### src/imu_cfg_pkg.sv
/*
 Constants, field layouts and carrier types for the inertial unit configuration and command
 register block. Assumes a host that writes through byte-wide write words and reads 16-bit
 registers by even byte address.
*/
// Contract
// Scaled sync rate: sync times scale over decimation+1
// Direct and pulse sync use unity scale
// Bits 13..8 enable per-axis bias correction
// Bits 3..0 hold time base exponent 0..12
// Bias estimator config resets to 0x070A
// Writing one to command bit starts function
// Busy command stops data, ready pulses, host access
// Command bit 7 performs software reset
// Software reset equals external reset pin
// Bit 4 CRC test, mismatch sets status 6
// Bit 3 flash backup, status 2 reports failure
// Bit 2 self test, result in status 5
// Bit 1 restores factory settings, clears bias offsets
// Bit 0 applies estimated bias corrections
// Host sends low byte then zero high byte
// Firmware revision read-only BCD
// Day and month read-only BCD fields
// Year read-only four-digit BCD
// Product identity read-only fixed code
// Sync field codes select five clock modes
// Decimation eleven bits, capped at 1999
// Register low byte even, high byte odd
// Reject host until command done, then resume
`default_nettype none
package imu_cfg_pkg;

   // ****************************************************
   // Register map
   // ****************************************************
   localparam logic [6:0] MISC_CONTROL_ADDR = 7'h60;
   localparam logic [6:0] EXT_SCALE_ADDR = 7'h62;
   localparam logic [6:0] DECIMATION_ADDR = 7'h64;
   localparam logic [6:0] BIAS_CFG_ADDR = 7'h66;
   localparam logic [6:0] GLOBAL_CMD_ADDR = 7'h68;
   localparam logic [6:0] FW_REV_ADDR = 7'h6C;
   localparam logic [6:0] DAY_MONTH_ADDR = 7'h6E;
   localparam logic [6:0] YEAR_ADDR = 7'h70;
   localparam logic [6:0] PRODUCT_IDENTITY_ADDR = 7'h72;
   localparam logic [6:0] SERIAL_ADDR = 7'h74;
   localparam logic [6:0] SCRATCH_ADDR = 7'h76;

   // ****************************************************
   // Reset values and fields
   // ****************************************************
   localparam logic [15:0] BIAS_CFG_RESET = 16'h070A;
   localparam logic [15:0] BIAS_CFG_MASK = 16'h3F0F;
   localparam logic [15:0] MISC_CONTROL_RESET = 16'h00C1;
   localparam logic [15:0] MISC_CONTROL_MASK = 16'h00DF;
   localparam logic [15:0] EXT_SCALE_RESET = 16'h07D0;
   localparam logic [15:0] DECIMATION_RESET = 16'h0000;
   localparam logic [10:0] DECIMATION_MAX = 11'h7CF;
   localparam logic [3:0] TIME_BASE_MAX = 4'hC;
   localparam int AXIS_LSB = 8;
   localparam int NUM_AXES = 6;
   localparam int SYNC_LSB = 2;
   localparam int CMD_RESET_BIT = 7;
   localparam int CMD_CRC_BIT = 4;
   localparam int CMD_BACKUP_BIT = 3;
   localparam int CMD_SELFTEST_BIT = 2;
   localparam int CMD_RESTORE_BIT = 1;
   localparam int CMD_BIAS_BIT = 0;
   localparam int STAT_CRC_BIT = 6;
   localparam int STAT_SELFTEST_BIT = 5;
   localparam int STAT_BACKUP_BIT = 2;
   localparam logic [7:0] CMD_MASK = 8'h9F;

   // ****************************************************
   // Timing
   // ****************************************************
   localparam int CMD_TIME_US = 10;
   localparam int CLK_MHZ = 125;
   localparam int CMD_CYCLES = CMD_TIME_US * CLK_MHZ;

   typedef enum logic [2:0] {
      SYNC_INTERNAL = 3'h0,
      SYNC_DIRECT = 3'h1,
      SYNC_SCALED = 3'h2,
      SYNC_OUTPUT = 3'h3,
      SYNC_PULSE = 3'h5
   } sync_mode_type;

   typedef struct packed {
      logic valid;
      logic [6:0] addr;
      logic [7:0] data;
   } write_type;

   typedef struct packed {
      logic crc_fail;
      logic selftest_fail;
      logic backup_fail;
   } result_type;

endpackage
`default_nettype wire

### src/imu_config_command_regs.sv
/*
 Configuration and global command registers of the inertial unit. Assumes the serial front end
 delivers byte writes and 16-bit read requests synchronous to clk, and that the flash, self test
 and estimator engines report a done pulse and pass/fail results.
*/
`timescale 1ns/1ps
`default_nettype none
module imu_config_command_regs #(
   parameter int CMD_CYCLES = imu_cfg_pkg::CMD_CYCLES,
   parameter logic [15:0] FW_REVISION = 16'h0100,
   parameter logic [15:0] CONFIG_DAY_MONTH = 16'h0101,
   parameter logic [15:0] CONFIG_YEAR = 16'h2000,
   // Arbitrary identity value, not a real part code
   parameter logic [15:0] PRODUCT_IDENTITY = 16'h1234,
   parameter logic [15:0] UNIT_SERIAL = 16'h0001
) (
   // Clock and reset
   input wire logic clk,
   input wire logic resetn,
   input wire logic clk_en,
   // Host byte writes and word reads
   input wire imu_cfg_pkg::write_type host_wr,
   input wire logic rd_req,
   input wire logic [6:0] rd_addr,
   output logic [15:0] rd_data,
   output logic rd_ack,
   output logic host_ready,
   // Command engine
   input wire logic engine_done,
   input wire imu_cfg_pkg::result_type engine_result,
   output logic [7:0] cmd_start,
   output logic [15:0] diagnostic_status,
   output logic soft_reset,
   // Data path control
   input wire logic sample_tick,
   input wire logic [15:0] sync_freq_hz,
   output logic data_ready_pin,
   output logic [31:0] sample_rate_num,
   output logic [11:0] sample_rate_den,
   output logic [5:0] axis_bias_enable,
   output logic [3:0] time_base_exponent,
   output logic [2:0] sync_function,
   output logic [10:0] decimation_setting,
   output logic bias_offset_clear,
   output logic apply_bias
);

   // ****************************************************
   // Elaboration checks
   // ****************************************************
   // The busy counter cannot end a command that lasts no cycles
   if (CMD_CYCLES < 1) begin : g_bad_cycles
      $error("CMD_CYCLES must be at least one");
   end

   // ****************************************************
   // State
   // ****************************************************
   typedef enum {IDLE, BUSY} cmd_state_type;
   cmd_state_type state_reg, state_next;
   logic [31:0] count_reg;
   logic [7:0] lo_byte_reg;
   logic [15:0] bias_cfg_reg, misc_control_reg, ext_scale_reg, decimation_reg, scratch_reg;
   logic [7:0] pending_reg;
   logic [15:0] diag_reg;
   logic ready_reg;

   // ****************************************************
   // Write decode
   // ****************************************************
   // Low byte is staged; the word commits on the odd (high) byte write
   wire busy = (state_reg == BUSY);
   // Gating with clk_en keeps the command pulses frozen along with the state
   wire accept = clk_en && host_wr.valid && !busy;
   wire odd = host_wr.addr[0];
   wire [6:0] base = {host_wr.addr[6:1], 1'b0};
   wire [15:0] word = {host_wr.data, lo_byte_reg};
   wire commit = accept && odd;
   wire wr_bias = commit && base == imu_cfg_pkg::BIAS_CFG_ADDR;
   wire wr_misc = commit && base == imu_cfg_pkg::MISC_CONTROL_ADDR;
   wire wr_scale = commit && base == imu_cfg_pkg::EXT_SCALE_ADDR;
   wire wr_dec = commit && base == imu_cfg_pkg::DECIMATION_ADDR;
   wire wr_scr = commit && base == imu_cfg_pkg::SCRATCH_ADDR;
   wire wr_cmd = commit && base == imu_cfg_pkg::GLOBAL_CMD_ADDR;
   wire [7:0] cmd_bits = lo_byte_reg & imu_cfg_pkg::CMD_MASK;
   wire cmd_go = wr_cmd && cmd_bits != 8'h00;
   // Exponents above 12 are clipped rather than stored
   wire [3:0] tb_in = (word[3:0] > imu_cfg_pkg::TIME_BASE_MAX) ?
      imu_cfg_pkg::TIME_BASE_MAX : word[3:0];
   wire [15:0] bias_in = {word[15:4], tb_in} & imu_cfg_pkg::BIAS_CFG_MASK;
   wire [10:0] dec_in = (word[10:0] > imu_cfg_pkg::DECIMATION_MAX) ?
      imu_cfg_pkg::DECIMATION_MAX : word[10:0];
   // One qualified completion strobe for the restore and bias-apply pulses
   wire done_hit = clk_en && busy && engine_done;
   wire do_restore = done_hit && pending_reg[imu_cfg_pkg::CMD_RESTORE_BIT];
   wire sw_reset = cmd_go && cmd_bits[imu_cfg_pkg::CMD_RESET_BIT];

   // ****************************************************
   // Command sequencer
   // ****************************************************
   always_comb begin
      state_next = state_reg;
      case (state_reg)
         IDLE: begin
            if (cmd_go) begin
               state_next = BUSY;
            end
         end
         BUSY: begin
            if (engine_done || count_reg == 32'(CMD_CYCLES - 1)) begin
               state_next = IDLE;
            end
         end
         default: begin
            state_next = IDLE;
         end
      endcase
   end

   always_ff @(posedge clk or negedge resetn) begin
      if (!resetn) begin
         state_reg <= IDLE;
         count_reg <= 32'h0;
         pending_reg <= 8'h00;
      end else if (clk_en) begin
         state_reg <= state_next;
         count_reg <= (state_next == BUSY && busy) ? count_reg + 32'h1 : 32'h0;
         if (cmd_go) begin
            pending_reg <= cmd_bits;
         end
      end
   end

   // ****************************************************
   // Registers
   // ****************************************************
   // Software reset reloads the same values as the pin reset
   always_ff @(posedge clk or negedge resetn) begin
      if (!resetn) begin
         lo_byte_reg <= 8'h00;
         bias_cfg_reg <= imu_cfg_pkg::BIAS_CFG_RESET;
         misc_control_reg <= imu_cfg_pkg::MISC_CONTROL_RESET;
         ext_scale_reg <= imu_cfg_pkg::EXT_SCALE_RESET;
         decimation_reg <= imu_cfg_pkg::DECIMATION_RESET;
         scratch_reg <= 16'h0000;
      end else if (clk_en) begin
         if (sw_reset) begin
            bias_cfg_reg <= imu_cfg_pkg::BIAS_CFG_RESET;
            misc_control_reg <= imu_cfg_pkg::MISC_CONTROL_RESET;
            ext_scale_reg <= imu_cfg_pkg::EXT_SCALE_RESET;
            decimation_reg <= imu_cfg_pkg::DECIMATION_RESET;
            scratch_reg <= 16'h0000;
            lo_byte_reg <= 8'h00;
         end else begin
            if (accept && !odd) begin
               lo_byte_reg <= host_wr.data;
            end
            if (wr_bias) begin
               bias_cfg_reg <= bias_in;
            end
            if (wr_scale) begin
               ext_scale_reg <= word;
            end
            if (wr_scr) begin
               scratch_reg <= word;
            end
            if (do_restore) begin
               misc_control_reg <= imu_cfg_pkg::MISC_CONTROL_RESET;
               decimation_reg <= imu_cfg_pkg::DECIMATION_RESET;
            end else begin
               if (wr_misc) begin
                  misc_control_reg <= word & imu_cfg_pkg::MISC_CONTROL_MASK;
               end
               if (wr_dec) begin
                  decimation_reg <= {5'h00, dec_in};
               end
            end
         end
      end
   end

   // ****************************************************
   // Diagnostic results
   // ****************************************************
   always_ff @(posedge clk or negedge resetn) begin
      if (!resetn) begin
         diag_reg <= 16'h0000;
      end else if (clk_en) begin
         if (sw_reset) begin
            diag_reg <= 16'h0000;
         end else if (busy && engine_done) begin
            if (pending_reg[imu_cfg_pkg::CMD_CRC_BIT]) begin
               diag_reg[imu_cfg_pkg::STAT_CRC_BIT] <= engine_result.crc_fail;
            end
            if (pending_reg[imu_cfg_pkg::CMD_BACKUP_BIT]) begin
               diag_reg[imu_cfg_pkg::STAT_BACKUP_BIT] <= engine_result.backup_fail;
            end
            if (pending_reg[imu_cfg_pkg::CMD_SELFTEST_BIT]) begin
               diag_reg[imu_cfg_pkg::STAT_SELFTEST_BIT] <=
                  engine_result.selftest_fail;
            end
         end
      end
   end

   // ****************************************************
   // Read port
   // ****************************************************
   // Reads are refused while busy; the host sees no ack
   wire [6:0] rbase = {rd_addr[6:1], 1'b0};
   wire rd_take = rd_req && !busy;
   wire [15:0] rd_word =
      (rbase == imu_cfg_pkg::BIAS_CFG_ADDR) ? bias_cfg_reg :
      (rbase == imu_cfg_pkg::MISC_CONTROL_ADDR) ? misc_control_reg :
      (rbase == imu_cfg_pkg::EXT_SCALE_ADDR) ? ext_scale_reg :
      (rbase == imu_cfg_pkg::DECIMATION_ADDR) ? decimation_reg :
      (rbase == imu_cfg_pkg::FW_REV_ADDR) ? FW_REVISION :
      (rbase == imu_cfg_pkg::DAY_MONTH_ADDR) ? CONFIG_DAY_MONTH :
      (rbase == imu_cfg_pkg::YEAR_ADDR) ? CONFIG_YEAR :
      (rbase == imu_cfg_pkg::PRODUCT_IDENTITY_ADDR) ? PRODUCT_IDENTITY :
      (rbase == imu_cfg_pkg::SERIAL_ADDR) ? UNIT_SERIAL :
      (rbase == imu_cfg_pkg::SCRATCH_ADDR) ? scratch_reg : 16'h0000;

   always_ff @(posedge clk or negedge resetn) begin
      if (!resetn) begin
         rd_data <= 16'h0000;
         rd_ack <= 1'b0;
         ready_reg <= 1'b0;
      end else if (clk_en) begin
         rd_ack <= rd_take;
         if (rd_take) begin
            rd_data <= rd_word;
         end
         // Data ready pulses follow sample ticks only when idle
         ready_reg <= sample_tick && !busy && !cmd_go;
      end
   end

   // ****************************************************
   // Outputs
   // ****************************************************
   wire [2:0] sync_sel = misc_control_reg[imu_cfg_pkg::SYNC_LSB +: 3];
   wire scaled = (sync_sel == imu_cfg_pkg::SYNC_SCALED);
   wire [15:0] scale_eff = scaled ? ext_scale_reg : 16'h0001;
   assign sample_rate_num = 32'(sync_freq_hz) * 32'(scale_eff);
   assign sample_rate_den = {1'b0, decimation_reg[10:0]} + 12'h001;
   assign axis_bias_enable = bias_cfg_reg[imu_cfg_pkg::AXIS_LSB +: imu_cfg_pkg::NUM_AXES];
   assign time_base_exponent = bias_cfg_reg[3:0];
   assign sync_function = sync_sel;
   assign decimation_setting = decimation_reg[10:0];
   assign cmd_start = cmd_go ? cmd_bits : 8'h00;
   assign soft_reset = sw_reset;
   assign bias_offset_clear = do_restore;
   assign apply_bias = done_hit && pending_reg[imu_cfg_pkg::CMD_BIAS_BIT];
   assign diagnostic_status = diag_reg;
   assign data_ready_pin = ready_reg;
   assign host_ready = !busy;
endmodule // imu_config_command_regs
`default_nettype wire
### config.mk
export PLATFORM = sky130hd
export DESIGN_NAME = imu_config_command_regs
export DESIGN_NICKNAME = d
export VERILOG_FILES = /design/src/imu_cfg_pkg.sv /design/src/imu_config_command_regs.sv
export SDC_FILE = /design/constraint.sdc
export NUM_CORES = 1
export LEC_CHECK = 0
export ABC_AREA = 1
export BUFFER_PORTS_ARGS = -buffer_cell sky130_fd_sc_hd__buf_2
export CAP_MARGIN = 20
export CORE_ASPECT_RATIO = 2
export CORE_MARGIN = 2
export CORE_UTILIZATION = 50
export CTS_BUF_LIST = sky130_fd_sc_hd__clkbuf_8
export DETAILED_ROUTE_END_ITERATION = 7
export PLACE_DENSITY = 0.68
export SETUP_SLACK_MARGIN = 0.2
export SYNTH_ARGS = -nofsm -noshare
export SYNTH_HDL_FRONTEND = slang
export SYNTH_SLANG_ARGS = --single-unit
### constraint.sdc
create_clock -name clk -period 6.93 [get_ports clk]
set_input_delay 0.3465 -clock clk [delete_from_list [all_inputs] [get_ports clk]]
set_output_delay 0.3465 -clock clk [all_outputs]
set_load 0.005 [all_outputs]
==> impl_metrics.toml <==
[run_status]
status = "finished, final reports clean"

[clock_tree]
htree_levels = 4
clock-root-buffer = "clkbuf_8"
clock-sinks = 158
clk_pin_slew_ns = 0.09
cts-buffers-inserted = 17
clockBufferDepth = 2
worstSkewPairLatency_ns = 0.49
cts_tree = "built"

[setup_path]
cp-end-kind = "output pin"
critPathMaxFanout = 5
cp_slowest_cell = "fa_1"
ff2ff_path_depth = 9
cp_num_buf_inv = 12
r2r-end = "decimation_reg[4]"
crit-reg2reg-launch = "state_reg[17]"
cp_data_arrival_time_ns = 6.58
startpoint = "misc_control_reg[4]"
required_ns = 6.58
reg2reg_setup_slack_ns = 4.32
critical_path_class = "reg -> out"
cp-start-kind = "flop"
cpPeakStageDelay_ns = 0.51
crit_end = "sample_rate_num[21]"
cpMostUsedCell = "fa_1"
cp_num_cells = 28
path_delay_family = "adder cells"

[route]
postRouteWirelength_um = 55200
drcViolationCount = 0
drt-initial-drc-count = 1019
avgRoutedWirePerCell_um = 19.6
vias = 15359
detailedRoute.firstPassIterationCount = 5
avgViaCountPerCell = 5.47
ant_nets = 0

[sta]
layout_min_cycle_time_ns = 6.93
final.setup.tns_ns = 0
fmax_mhz = 144
min_period_over_period = 0.999
slew_headroom = 0.404
rsz0062_at_grt = "yes"
timing.final.ws_setup_ns = 0.00396
final.setup_skew_ns = 0.0136
worstMarginPinSlew_ns = 0.894
slew_violations = 0
final_hold_viol_count = 0
setup_viol = 0

[global_routing]
grt_overflow = 0
grt_pass1_wl_um = 85200
grt_pass1_vias = 16213
grt_max_degree = 96
antenna_found_initial = 3
grt_usage = 0.312

[synthesis]
async_flop_share = 1.00
netlist_area_mm2 = 0.0173
ys_ff_latch = 158
synth-edff-count = 0
syn-instance-count = 2186
ys_warn_count = 0
yosysSeqAreaShare = 0.229
ys_types = 56
synth_ff_type = "dfrtp_1"
syn_avg_cell_area_um2 = 7.92

[place]
gp_congestion = 0.947
pre_cts_ws_ns = 0.0769
placed_cell_area_mm2 = 0.0184
hpwl_um = 44800
port_buffers = 145

[die]
core_mm2 = 0.0342
start_util = 0.506
ios = 162
die_area_mm2 = 0.0362
die_y_um = 267
rows = 96
die_width_um = 136

[power_and_ir_drop]
p_per_area_mw_per_mm2 = 166
total_power_w = 0.00331
p_leak_nw = 10.3
ir_drop_v = 0.000116

[layout]
multiInputGateArea_mm2 = 0.0119
layout_commonest_cell = "inv_1"
num-fill-cells = 3220
register_area_mm2 = 0.00397
syn_to_final_growth_pct = 14.9
final_cell_mix = "inv_1 (408), nand2_1 (382), nor2_1 (266)"
layout-drive-gt1-share = 0.213
final_nets = 2703
design_area_mm2 = 0.0199

[min_path]
hp-class = "in -> reg"

[job]
drv_cap = 0
[area by class of cell]
cell class	count	share of cell area
Antenna cell	2	0.000251
Clock buffer	17	0.0118
Clock inverter	15	0.00874
Inverter	443	0.0848
Multi-Input combinational cell	1513	0.596
Sequential cell	158	0.200
Tap cell	441	0.0277
Timing Repair Buffer	220	0.0708
Timing Repair inverter	1	0.000377
[cells in the mapped netlist (7+ instances only)]
library cell,number,area (um^2)
o21ai_2,27,236
nor3_1,32,160
nor2_1,289,1080
nor2_4,11,124
buf_4,24,180
nand2_2,9,56.3
inv_1,430,1610
o21bai_1,8,60.1
ha_1,107,1340
clkbuf_1,24,90.1
o21ai_0,40,200
a21oi_1,41,205
o21ai_1,18,90.1
inv_2,8,30.0
buf_1,8,30.0
dfstp_2,14,368
nor2_2,15,93.8
nor4_1,7,43.8
nand2_1,408,1530
fa_1,194,3880
xor2_1,45,394
dfrtp_1,144,3600
nand3b_1,8,60.1
nand3_2,11,110
nand3_1,109,546
buf_2,19,95.1
o22ai_1,10,62.6
buf_6,8,90.1
nand4_1,46,288
[what timing repair did]
action	in CTS	in global routing
pin swaps	11	18
endpoints found under the setup margin	21	21
hold buffers	1	0
cloned	3	0
gates resized for setup	89	106
setup buffers	26	15
hold endpoints to repair	49	0
[power breakdown]
| group | switching [W] | internal, W | total (W) |
|---|---|---|---|
| Clock | 0.000398 | 0.000332 | 0.000730 |
| Sequential | 0.0000809 | 0.000995 | 0.00108 |
| Combinational | 0.000897 | 0.000611 | 0.00151 |
[worst register-to-register path, stage by stage (launching register included)]
cell	delay, ns
dfrtp_1	0.39
nor2_1	0.16
nand2_1	0.07
nor2_1	0.14
nand2_2	0.13
nor3_4	0.22
nand4_2	0.55
nand3_1	0.64
nand3_1	0.15
nand2_1	0.10
[worst min path at each step]
| stage | cells past startpoint | endpoint | slack [ns] | startpoint |
|---|---|---|---|---|
| 6_report | 3 | diagnostic_status[5] | 0.1 | engine_result[1] |
| 2_1_floorplan | 0 | bias_cfg_reg[0] | 0.05 | resetn |
| 3_5_place_dp | 2 | rd_data[5] | 0.46 | rd_data[5] |
| 4_1_cts | 3 | diagnostic_status[5] | 0.08 | engine_result[1] |
| 3_3_place_gp | 2 | rd_data[5] | 0.46 | rd_data[5] |
| 5_1_grt | 3 | diagnostic_status[5] | 0.09 | engine_result[1] |
[routing by layer]
metal | wire, um | share of wire | global-route usage
met1 | 16700 | 0.30 | 0.278
met2 | 30600 | 0.55 | 0.598
met3 | 2140 | 0.039 | 0.0352
met4 | 5760 | 0.10 | 0.270
met5 | 12 | 0.00022 | 0
[stage by stage]
stage / util / hold slack (ns) / std cells
2_1_floorplan: - / 0.0509 / 2200
3_3_place_gp: 0.536 / 0.461 / 2731
3_5_place_dp: 0.536 / 0.462 / 2731
4_1_cts: 0.565 / 0.0805 / 2793
5_1_grt: 0.581 / 0.0948 / 2810
6_report: 0.581 / 0.0955 / 2810
[cells by family after synthesis]
logic type,Yosys count,synth area share
AO/OA/AOI/OAI,177,0.0644
adder cells (fa/ha/maj),301,0.302
flip-flops,158,0.229
XOR/XNOR,51,0.0258
other,1,0.000216
AND/OR/NAND/NOR,969,0.252
buffers and inverters,529,0.127
Power figures use the tool's default switching activity.
